--- src/rtl/smd_defs.svh ---
// Constants of the serial multiply-divide unit
`ifndef SMD_DEFS_SVH
`define SMD_DEFS_SVH

// ============================================================
// Word layout
`define SMD_WORD_W 26
`define SMD_OPD_W 24
`define SMD_ACC_W 30
`define SMD_REM_W 27
`define SMD_LAST_BIT 5'h19
`define SMD_SIGN_BIT 25
`define SMD_OPD_LSB 2

// ============================================================
// Phase budgets, access phase included
`define SMD_MPY_PHASES 5'h0f
`define SMD_DIV_PHASES 5'h1b
`define SMD_MPY_STEPS 4'h6
`define SMD_DIV_STEPS 4'hc
`define SMD_MPY_SHIFT 4
`define SMD_DIV_SHIFT 2

// ============================================================
// Residual word address of the product-quotient register
`define SMD_ADDR_W 9
`define SMD_PQ_ADDR 9'h1fd

`endif

--- src/rtl/smd_pkg.sv ---
// Types shared by the serial multiply-divide unit
package smd_pkg;

  // ============================================================
  // Operation codes
  typedef enum logic [1:0] {
    op_overlapped_product = 2'b00,
    op_held_product = 2'b01,
    op_divide = 2'b10
  } smd_op_t;

  // ============================================================
  // Sequencer states
  typedef enum logic [1:0] {
    st_idle = 2'b00,
    st_load = 2'b01,
    st_exec = 2'b10
  } smd_state_t;

  // Start request from the program-control sequencer
  typedef struct packed {
    logic start;
    smd_op_t op;
  } smd_req_t;

  // Serial operand streams, one bit per bit strobe
  typedef struct packed {
    logic bit_en;
    logic mem_bit;
    logic acc_bit;
  } smd_serial_t;

endpackage

--- src/rtl/smd_unit.sv ---
// Serial multiply-divide element with product-quotient register
`timescale 1ns/1ps
`include "smd_defs.svh"
// Contract
// - Multiply takes fifteen phase times, four bits per cycle
// - Multiply loads upper 24 operand bits each
// - Phase counter ends every multiply automatically
// - Partial product and multiplier shift right four
// - Accumulator path stays free during multiply
// - Five low multiplier bits set recoding latches
// - New partial product is sixteenth of sum
// - Recode increments from overlapping three-bit groups
// - First step zeroes partial product, lowest bit
// - Divide takes twenty-seven phase times, two bits
// - Divide loads full 26-bit divisor and dividend
// - Non-restoring quotient bit from sign comparison
// - First quotient bit inverted as sign
// - Quotient and remainder shift left two
// - Sign decisions wait for the whole operand
// - Borrow and carry formed during load
// - Second bit uses borrow or carry path
// - Second bit is xnor of bit, borrow
// - Next borrow and carry start during update
// - Result held, readable at octal address 775
// - Held multiply writes product to accumulator
// - Held multiply stops the instruction counter
module smd_unit
  import smd_pkg::*;
(
  input wire logic mclk_i,
  input wire logic reset_n_i,
  input wire logic ce_i,
  input wire smd_req_t req_i,
  input wire smd_serial_t ser_i,
  input wire logic phase_i,
  input wire logic rd_en_i,
  input wire logic [`SMD_ADDR_W-1:0] rd_addr_i,
  output logic [`SMD_WORD_W-1:0] rd_data_o,
  output logic rd_hit_o,
  output logic done_o,
  output logic busy_o,
  output logic acc_busy_o,
  output logic hold_counter_o,
  output logic acc_wr_o,
  output logic [`SMD_WORD_W-1:0] acc_data_o
);

  // ============================================================
  // Reset release
  logic rst_meta_reg;
  logic rst_n;

  // Two-flop release of the asynchronous reset
  always_ff @(posedge mclk_i or negedge reset_n_i) begin
    if (!reset_n_i) begin
      rst_meta_reg <= 1'b0;
      rst_n <= 1'b0;
    end else begin
      rst_meta_reg <= 1'b1;
      rst_n <= rst_meta_reg;
    end
  end

  // ============================================================
  // Declarations
  smd_state_t state_reg;
  smd_op_t op_reg;
  logic [4:0] bit_cnt_reg;
  logic [4:0] phase_cnt_reg;
  logic [3:0] step_cnt_reg;
  logic [`SMD_WORD_W-1:0] mem_sr_reg;
  logic [`SMD_WORD_W-1:0] acc_sr_reg;
  logic [`SMD_WORD_W-1:0] mem_full;
  logic [`SMD_WORD_W-1:0] acc_full;
  logic [`SMD_OPD_W-1:0] mcand_reg;
  logic [`SMD_OPD_W-1:0] mr_reg;
  logic rb_reg;
  logic [`SMD_ACC_W-1:0] pp_reg;
  logic [`SMD_ACC_W-1:0] pp_sum;
  logic [`SMD_WORD_W-1:0] dv_reg;
  logic [`SMD_REM_W-1:0] rem_reg;
  logic [`SMD_REM_W-1:0] dv_ext;
  logic [`SMD_REM_W-1:0] r_borrow;
  logic [`SMD_REM_W-1:0] r_carry;
  logic [`SMD_REM_W-1:0] r_mid;
  logic [`SMD_REM_W-1:0] r_next;
  logic q_one;
  logic q_two;
  logic first_div_reg;
  logic [`SMD_OPD_W-1:0] quo_reg;
  logic [`SMD_WORD_W-1:0] pq_reg;
  logic is_div;
  logic take;
  logic last_bit;
  logic step;
  logic finish;
  logic [4:0] phase_limit;
  logic [3:0] step_limit;

  // ============================================================
  // Control decode
  assign is_div = (op_reg == op_divide);
  assign take = ce_i && req_i.start && (state_reg == st_idle);
  // Whole operand, sign last, before any decision
  assign last_bit = ce_i && (state_reg == st_load) && ser_i.bit_en &&
                    (bit_cnt_reg == `SMD_LAST_BIT);
  assign phase_limit = is_div ? `SMD_DIV_PHASES : `SMD_MPY_PHASES;
  assign step_limit = is_div ? `SMD_DIV_STEPS : `SMD_MPY_STEPS;
  assign step = ce_i && phase_i && (state_reg == st_exec) &&
                (step_cnt_reg != step_limit);
  // Counter stops the operation at its phase budget
  assign finish = ce_i && phase_i && (state_reg == st_exec) &&
                  (phase_cnt_reg == phase_limit - 5'h01);

  // Serial words with the present bit included, lsb first
  assign mem_full = {ser_i.mem_bit, mem_sr_reg[`SMD_WORD_W-1:1]};
  assign acc_full = {ser_i.acc_bit, acc_sr_reg[`SMD_WORD_W-1:1]};

  // ============================================================
  // Sequencer state
  always_ff @(posedge mclk_i or negedge rst_n) begin
    if (!rst_n) begin
      state_reg <= st_idle;
      op_reg <= op_overlapped_product;
    end else if (ce_i) begin
      unique case (state_reg)
        st_idle: begin
          if (req_i.start) begin
            state_reg <= st_load;
            op_reg <= req_i.op;
          end
        end
        st_load: begin
          if (last_bit) begin
            state_reg <= st_exec;
          end
        end
        st_exec: begin
          if (finish) begin
            state_reg <= st_idle;
          end
        end
        default: state_reg <= st_idle;
      endcase
    end
  end

  // Bit and phase counters; phases count from the access
  always_ff @(posedge mclk_i or negedge rst_n) begin
    if (!rst_n) begin
      bit_cnt_reg <= 5'h00;
      phase_cnt_reg <= 5'h00;
    end else if (take) begin
      bit_cnt_reg <= 5'h00;
      phase_cnt_reg <= 5'h00;
    end else if (ce_i && state_reg != st_idle) begin
      if (ser_i.bit_en && state_reg == st_load) begin
        bit_cnt_reg <= bit_cnt_reg + 5'h01;
      end
      if (phase_i) begin
        phase_cnt_reg <= phase_cnt_reg + 5'h01;
      end
    end
  end

  // Serial input shift registers, lsb first
  always_ff @(posedge mclk_i or negedge rst_n) begin
    if (!rst_n) begin
      mem_sr_reg <= '0;
      acc_sr_reg <= '0;
    end else if (ce_i && state_reg == st_load && ser_i.bit_en) begin
      mem_sr_reg <= mem_full;
      acc_sr_reg <= acc_full;
    end
  end

  // ============================================================
  // Multiply datapath
  smd_booth_step u_step (
    .mcand_i(mcand_reg),
    .pp_i(pp_reg),
    .recode_i({mr_reg[3:0], rb_reg}),
    .sum_o(pp_sum)
  );

  // Operand load, recode latches and right shift by four
  always_ff @(posedge mclk_i or negedge rst_n) begin
    if (!rst_n) begin
      mcand_reg <= '0;
      mr_reg <= '0;
      rb_reg <= 1'b0;
      pp_reg <= '0;
      step_cnt_reg <= 4'h0;
    end else if (last_bit) begin
      mcand_reg <= mem_full[`SMD_WORD_W-1:`SMD_OPD_LSB];
      mr_reg <= acc_full[`SMD_WORD_W-1:`SMD_OPD_LSB];
      rb_reg <= 1'b0;
      pp_reg <= '0;
      step_cnt_reg <= 4'h0;
    end else if (step && !is_div) begin
      // Low sum bits enter the multiplier as product bits
      mr_reg <= {pp_sum[`SMD_MPY_SHIFT-1:0],
                 mr_reg[`SMD_OPD_W-1:`SMD_MPY_SHIFT]};
      rb_reg <= mr_reg[`SMD_MPY_SHIFT-1];
      pp_reg <= $signed(pp_sum) >>> `SMD_MPY_SHIFT;
      step_cnt_reg <= step_cnt_reg + 4'h1;
    end else if (step) begin
      step_cnt_reg <= step_cnt_reg + 4'h1;
    end
  end

  // ============================================================
  // Divide datapath
  assign dv_ext = {dv_reg[`SMD_SIGN_BIT], dv_reg};
  // Both borrow and carry candidates formed together
  assign r_borrow = (rem_reg << 1) - dv_ext;
  assign r_carry = (rem_reg << 1) + dv_ext;
  // Quotient bit one when signs agree
  assign q_one = (rem_reg[`SMD_REM_W-1] == dv_reg[`SMD_SIGN_BIT]);
  assign r_mid = q_one ? r_borrow : r_carry;
  // Sign of the borrow path equals bit-xnor-borrow form
  assign q_two = (r_mid[`SMD_REM_W-1] == dv_reg[`SMD_SIGN_BIT]);
  assign r_next = q_two ? ((r_mid << 1) - dv_ext) :
                          ((r_mid << 1) + dv_ext);

  // Divide load, two quotient bits per cycle, left shift by two
  always_ff @(posedge mclk_i or negedge rst_n) begin
    if (!rst_n) begin
      dv_reg <= '0;
      rem_reg <= '0;
      quo_reg <= '0;
      first_div_reg <= 1'b0;
    end else if (last_bit) begin
      dv_reg <= mem_full;
      rem_reg <= {acc_full[`SMD_SIGN_BIT], acc_full};
      quo_reg <= '0;
      first_div_reg <= 1'b1;
    end else if (step && is_div) begin
      rem_reg <= r_next;
      // First bit is stored complemented as the sign
      quo_reg <= {quo_reg[`SMD_OPD_W-`SMD_DIV_SHIFT-1:0],
                  q_one ^ first_div_reg, q_two};
      first_div_reg <= 1'b0;
    end
  end

  // ============================================================
  // Result register and outputs
  always_ff @(posedge mclk_i or negedge rst_n) begin
    if (!rst_n) begin
      pq_reg <= '0;
      done_o <= 1'b0;
      acc_wr_o <= 1'b0;
      acc_data_o <= '0;
    end else if (ce_i) begin
      done_o <= finish;
      acc_wr_o <= finish && (op_reg == op_held_product);
      if (finish) begin
        pq_reg <= is_div ? {quo_reg, 2'h0} :
                  {pp_reg[`SMD_OPD_W-1:0],
                   mr_reg[`SMD_OPD_W-1:`SMD_OPD_W-2]};
        acc_data_o <= {pp_reg[`SMD_OPD_W-1:0],
                       mr_reg[`SMD_OPD_W-1:`SMD_OPD_W-2]};
      end
    end
  end

  // Busy flags; accumulator only tied up during operand load
  always_ff @(posedge mclk_i or negedge rst_n) begin
    if (!rst_n) begin
      busy_o <= 1'b0;
      acc_busy_o <= 1'b0;
      hold_counter_o <= 1'b0;
    end else if (ce_i) begin
      busy_o <= take || (busy_o && !finish);
      acc_busy_o <= take || (acc_busy_o && !last_bit);
      // Instruction counter frozen for the held multiply
      hold_counter_o <= (take && req_i.op == op_held_product) ||
                        (hold_counter_o && !finish);
    end
  end

  // Residual-word read of the result
  always_ff @(posedge mclk_i or negedge rst_n) begin
    if (!rst_n) begin
      rd_data_o <= '0;
      rd_hit_o <= 1'b0;
    end else if (ce_i) begin
      rd_hit_o <= rd_en_i && (rd_addr_i == `SMD_PQ_ADDR);
      rd_data_o <= (rd_en_i && rd_addr_i == `SMD_PQ_ADDR) ? pq_reg : '0;
    end
  end
endmodule

--- src/rtl/smd_booth_step.sv ---
// One radix-16 recoded multiply step: partial product plus two increments
`timescale 1ns/1ps
`include "smd_defs.svh"
module smd_booth_step
  import smd_pkg::*;
(
  input wire logic [`SMD_OPD_W-1:0] mcand_i,
  input wire logic [`SMD_ACC_W-1:0] pp_i,
  input wire logic [4:0] recode_i,
  output logic [`SMD_ACC_W-1:0] sum_o
);

  // ============================================================
  // Recoder: bits lowest first, gives 0, +-2M or +-4M
  function automatic logic [`SMD_ACC_W-1:0] smd_recode(
    input logic [2:0] bits,
    input logic [`SMD_ACC_W-1:0] m
  );
    logic [`SMD_ACC_W-1:0] r;
    r = '0;
    unique case (bits)
      3'h0, 3'h7: r = '0;
      3'h1, 3'h2: r = m << 1;
      3'h3: r = m << 2;
      3'h4: r = -(m << 2);
      3'h5, 3'h6: r = -(m << 1);
    endcase
    return r;
  endfunction

  logic [`SMD_ACC_W-1:0] m_ext;
  logic [`SMD_ACC_W-1:0] inc_one;
  logic [`SMD_ACC_W-1:0] inc_two;

  // Sign-extended multiplicand
  assign m_ext = {{(`SMD_ACC_W-`SMD_OPD_W){mcand_i[`SMD_OPD_W-1]}}, mcand_i};
  // First increment from the three lowest bits
  assign inc_one = smd_recode(recode_i[2:0], m_ext);
  // Second increment from the overlapping bits, times four
  assign inc_two = smd_recode(recode_i[4:2], m_ext) << 2;
  // Sum before the divide by sixteen
  assign sum_o = pp_i + inc_one + inc_two;

endmodule

--- config.mk ---
export PLATFORM = sky130hd
export DESIGN_NAME = smd_unit
export DESIGN_NICKNAME = d
export VERILOG_FILES = /design/src/rtl/smd_pkg.sv /design/src/rtl/smd_unit.sv /design/src/rtl/smd_booth_step.sv
export VERILOG_INCLUDE_DIRS = /design/src /design/src/rtl
export SDC_FILE = /design/constraint.sdc
export NUM_CORES = 1
export LEC_CHECK = 0
export ABC_AREA = 1
export BUFFER_PORTS_ARGS = -buffer_cell sky130_fd_sc_hd__buf_2
export CELL_PAD_IN_SITES_DETAIL_PLACEMENT = 1
export CELL_PAD_IN_SITES_GLOBAL_PLACEMENT = 2
export CORE_ASPECT_RATIO = 2
export CORE_MARGIN = 3
export CORE_UTILIZATION = 37
export DETAILED_ROUTE_END_ITERATION = 12
export PLACE_DENSITY_LB_ADDON = 0.05
export RECOVER_POWER = 100
export SLEW_MARGIN = 20
export SYNTH_ARGS = -nofsm -noshare
export SYNTH_HDL_FRONTEND = slang
export SYNTH_SLANG_ARGS = --single-unit
export TNS_END_PERCENT = 100
--- constraint.sdc ---
create_clock -name mclk_i -period 12.51 [get_ports mclk_i]
set_input_delay 0.6255 -clock mclk_i [delete_from_list [all_inputs] [get_ports mclk_i]]
set_output_delay 0.6255 -clock mclk_i [all_outputs]
set_load 0.05 [all_outputs]
-- Word level (Yosys, flattened, before mapping)
Cells that the tools add are included.
Widths: inputs -> output; s select.
- $add $sub $neg: 12
- equal/unequal tests: 28
- muxes and demuxes: 33
- bitwise operators: 1
- reduce and logical (&&, ||, !) cells: 46
- operators with widths (operator ; count):
    $pmux 30 s5 ; 1
    $pmux 28 s5 ; 1
    $mux 27 ; 4
    $mux 24 ; 4
    $add 30x30->30 ; 2
    $mux 30 ; 2
    $neg 30->30 ; 2
    $add 27x27->27 ; 2
    $sub 27x27->27 ; 2
    $mux 26 ; 2
    $mux 5 ; 7
    $eq 3x3->1 const B ; 8
    $logic_and 1x1->1 ; 19
    $mux 4 ; 4
    $eq 3x2->1 const B ; 4
    $reduce_bool 2->1 ; 6
    $reduce_or 2->1 ; 6
    $add 5x1->5 const B ; 2
    $eq 9x9->1 const B ; 1
    $eq 2x1->1 const B ; 3
    $eq 3x1->1 const B ; 2
    $logic_not 3->1 ; 2
    $mux 2 ; 3
    $ne 2x2->1 const B ; 3
    17 further kinds ; 28
- flip-flop bits (word level): 313
- input bits: 20
- output and inout port bits: 58
- word-level logic and storage cells: 146

-- Longest topological paths before layout
- depth after elaboration: 8
- gate-level depth with buffers: 30
- gate-level depth less buffers: 30

-- Cells and area by module
From an unflattened synthesis, not the netlist that was laid out.
- cell total of the unflattened synthesis: 2984
- area, all modules: 21615.7 µm²
- modules (own cells, without submodules) (module ; times used ; cells each ; area each (µm²)):
    smd_unit ; 1 ; 2325 ; 17589.4
    smd_booth_step ; 1 ; 659 ; 4026.4

-- Worst setup path before layout
Ideal clock, no wire load.
- kind: flip-flop to flip-flop
- start: register mcand_reg[0]
- end: register pp_reg[24]
- arrival: 3970 ps
- required time: 12393 ps
- path slack: 8422 ps
- stages on the path, launching flop included: 28
- clock period less this slack: 4088 ps
- path through: dfrtp_1 inv_1 ha_1 nand3_4 nor2_1 nand2_1 nor3_2 nand2_2 nor3_4 nand3_2 inv_2 nand3_1 nand2_1 nand2_1 inv_2 nand2_1 nand4_1 fa_1 ha_1 nand2_1 nor4_1 nand3_1 nand3_1 nand2_1 a21boi_0 o21ai_0 nand3_1 nand2_1
- longest elaborated chain between the ends: 6
- elaborated cells on any way between the ends: 8
- classes of those cells: 4 x add/sub; 4 x mux
- ends and longest elaborated chain (element ; line ; source):
    start, declared ; smd_unit.sv:75 ; logic [`SMD_OPD_W-1:0] mcand_reg;
    start signal, assigned ; smd_unit.sv:195 ; mcand_reg <= mem_full[`SMD_WORD_W-1:`SMD_OPD_LSB];
    $neg 30->30 (on tied branches) ; smd_booth_step.sv:26, smd_booth_step.sv:25 ;
    $pmux 30 s5 ; smd_booth_step.sv:21 ; unique case (bits)
    $add 30x30->30 ; smd_booth_step.sv:42 ; assign sum_o = pp_i + inc_one + inc_two;
    $add 30x30->30 * ; smd_booth_step.sv:42 ;
    $mux 30 * ; smd_unit.sv:200 ; end else if (step && !is_div) begin
    $mux 30 * ; smd_unit.sv:194 ; end else if (last_bit) begin
    end signal, assigned ; smd_unit.sv:205 ; pp_reg <= $signed(pp_sum) >>> `SMD_MPY_SHIFT;
    end, declared ; smd_unit.sv:78 ; logic [`SMD_ACC_W-1:0] pp_reg;
Mark *: on every way between the ends. The rest lies on a longest branch, timed or not. The select of a mux whose other input is x is not followed.
A chain may end at the register's enable or synchronous reset.

-- Worst setup path in the final report
- start: input port ce_i
- end: register rem_reg[0]
- longest elaborated chain between the ends: 5
- elaborated cells on any way between the ends: 9
- classes of those cells: 1 x mux; 8 x reduce/logical
- ends and longest elaborated chain (element ; line ; source):
    start, declared ; smd_unit.sv:32 ; input wire logic ce_i,
    $logic_and 1x1->1 (3 in series) ; smd_unit.sv:109 ; assign step = ce_i && phase_i && (state_reg == st_exec) &&
    $logic_and 1x1->1 ; smd_unit.sv:238 ; end else if (step && is_div) begin
    $reduce_bool 2->1 (no line) ; -- ;
    end signal, assigned ; smd_unit.sv:235 ; rem_reg <= {acc_full[`SMD_SIGN_BIT], acc_full};
    end signal, assigned ; smd_unit.sv:239 ; rem_reg <= r_next;
    end, declared ; smd_unit.sv:81 ; logic [`SMD_REM_W-1:0] rem_reg;
Parallel ways exist; a longest one is shown, timed or not.

==> impl_metrics.toml <==
[finish]
fin_util_pct = 40.8
multi_input_area_um2 = 11900
finalNonFillerCells = 3661
finalNetCount = 3086
area_growth_pct = 8.78
drive_above_1_share_pct = 4.77
nFillCells = 7160
largest_reg_flops = 27
diodes = 0
sequential_cell_area_um2 = 7080

[timing]
finalCritPeriodShare_pct = 63.3
final.setup_skew_ns = 0.0177
finalHoldViolations = 0
max_freq_mhz = 126
timing.final.crit_period_ns = 7.92
maxSlewHeadroom_pct = -165
rsz0062_at_grt = "no"
tightest_slew_ns = 3.98
slew_violations = 484
finalSetupViolCount = 0
setup_tns_ns = 0

[global_route]
grt_pass1_vias = 22003
grt_max_degree = 98
antenna_found_initial = 0
grt_usage_pct = 28.7
grt_pass1_wl_um = 131000
overflow = 0

[logic_synthesis]
ys_seq_area_share_pct = 34.0
synth_fp_nets = 3057
synth_top_family_by_area = "simple AND/OR/NAND/NOR gates"
synth_fa_ha_area_share_pct = 11.1
synth_compound_area_share_pct = 18.8
yosysMostFrequentCell = "nand2_1"
synthSimpleGateAreaFrac_pct = 23.9
ys.flop_type = "dfrtp_1"
avgSynthCellArea_um2 = 7.25
synth_xor_area_share_pct = 3.44
syn_area_um2 = 20800
ys_warn_count = 0
synthDistinctLibCells = 63
synth_top_area_share_pct = 34.0
synth_top_cell_by_area = "dfrtp_1"
async_flop_share_pct = 100
ys_ff_latch = 283
synth_common_cells = "nand2_1 (746), inv_1 (330), dfrtp_1 (283), o21ai_0 (280), nor2_1 (253)"
synth_mux_area_share_pct = 0.0962
postSynthCellCount = 2871
synth_edf_count = 0
ys_top_cells_by_area = "dfrtp_1 (34%), nand2_1 (13%), ha_1 (8.2%)"

[floorplanning]
pin_count = 78
die_y_um = 341
rows = 122
start_util_pct = 37.5
die_x_um = 174
dieArea_um2 = 59300
core-area_um2 = 55600

[drt]
drtIter0Drc = 1088
antenna_left = 0
firstDrtPassIters = 6
drc_errors = 0
wl_per_cell_um = 23.4
vias_per_cell = 5.46
routed_wl_um = 85800
vias = 19977

[cts]
cts_buffers = 28
tritoncts = "built"
clk_root_buffer_cell = "clkbuf_16"
clk_latency_ns = 0.59
cts.htree.levels = 1
clock_sinks = 283
cts_buffer_depth = 3
cts_resized = 0
path_clk_slew_ns = 0.07

[critical_path]
startpoint = "ce_i"
cp-end-kind = "flop"
reg2reg_depth = 12
r2r_end = "rem_reg[0]"
cp-start-kind = "input pin"
criticalPathCategory = "in -> reg"
critical_path.max_fanout = 42
required_ns = 12.82
worstPathArrival_ns = 8.24
r2r_start = "state_reg[0]"
crit_end = "rem_reg[0]"
reg2reg_slack_ns = 5.03

[placed_design]
place_congestion = 1.00
hpwl_um = 69300
io_buffers = 77
post-place-cells = 3613

[run_status]
status = "complete, but fails checks"
violations = "capacitance limit, slew limit"

[pwr]
pwr-share-seq_pct = 17.6
p_sw_share_pct = 56.3
p_int_w = 0.00301
clkPwrFrac_pct = 13.0
power_density_nw_per_um2 = 304
vdd.ir_drop.worst_uv = 261
power.net_switching_w = 0.00387
comb_power_share_pct = 69.4
p_leak_nw = 11.2

[run]
drv_cap = 10

[worst_hold_path]
hold_class = "in -> reg"
[repair_timing]
action | 4_1_cts | 5_1_grt
endpoints found under the hold margin | 2 | 0
hold buffers | 1 | 0
buffers inserted | 0 | 0
[area by class of cell]
class,count,area share (%)
timing repair buffer,101,1.99
tap,744,4.11
clock inverter,8,0.453
sequential,283,31.3
inverter,359,5.97
clock buffer,39,3.59
multi-input combinational,2127,52.6
[metrics by stage]
step | power [W] | cell area (um^2) | setup slack (ns) | hold WS, ns
after floorplan | 0.00441 | 20800 | 4.04 | 0.330
after global placement | 0.00594 | 21900 | 6.67 | 0.298
after detailed placement | 0.00598 | 21900 | 6.68 | 0.311
final | 0.00688 | 22600 | 4.59 | 0.258
after CTS | 0.00691 | 22800 | 6.64 | 0.234
after global routing | 0.00750 | 22600 | 3.94 | 0.264
[cell usage in the layout, fill, tap and decap left out, types with 9 or more instances in the layout]
cell	instances
nand2_1	746
inv_1	332
o21ai_0	283
dfrtp_1	283
nor2_1	254
a21oi_1	167
ha_1	136
nand3_1	102
clkbuf_1	76
xor2_1	73
o22ai_1	58
fa_1	30
clkbuf_16	29
nand4_1	26
a221o_1	24
o21bai_1	24
nor3_1	22
buf_2	17
o21ai_1	16
clkinv_1	15
a31oi_1	15
a21oi_2	15
nand2_2	12
a21o_1	12
buf_4	12
inv_2	10
o211ai_1	9
a221oi_1	9
[power groups by stage]
stage / sequential, W / combinational [W] / clock, W
finish: 0.00121 / 0.00478 / 0.000892
global route: 0.00123 / 0.00532 / 0.000949
CTS: 0.00121 / 0.00478 / 0.000920
detailed placement: 0.00122 / 0.00475 / 0
global placement: 0.00122 / 0.00472 / 0
floorplan: 0.00119 / 0.00322 / 0
[routing by layer]
layer	track usage [%]	share of wire [%]	vias up
met2	58.2	56	414
met3	1.84	2.3	208
li1	-	-	9460
met1	28.1	34	9895
met4	16.3	6.9	0
met5	0	0	-
[worst min-delay path by stage]
stage	startpoint	end	slack, ns	cells after the start
final	ser_i[1]	mem_sr_reg[25]	0.26	3
after global routing	ser_i[1]	mem_sr_reg[25]	0.26	3
after CTS	ser_i[1]	mem_sr_reg[25]	0.23	3
after detailed placement	rst_n	rem_reg[24]	0.31	0
after global placement	rst_n	rem_reg[26]	0.30	0
after floorplan	reset_n_i	rst_meta_reg	0.33	0
[cells by family after synthesis]
logic type,count (synthesis)
other cells,1
mux,2
fa+ha+maj,166
simple gates,1206
xor+xnor,81
flops,283
compound gates,671
buf+inv,461
[worst max-delay path: stages]
cell	delay [ns]
clkbuf_1	0.17
clkinv_1	0.77
nor2_4	0.30
clkbuf_1	1.27
inv_1	1.22
nor2_1	0.44
inv_2	0.04
clkbuf_1	0.66
o21ai_0	0.36
clkbuf_1	2.11
a31oi_1	0.22
Power figures use the tool's default switching activity.
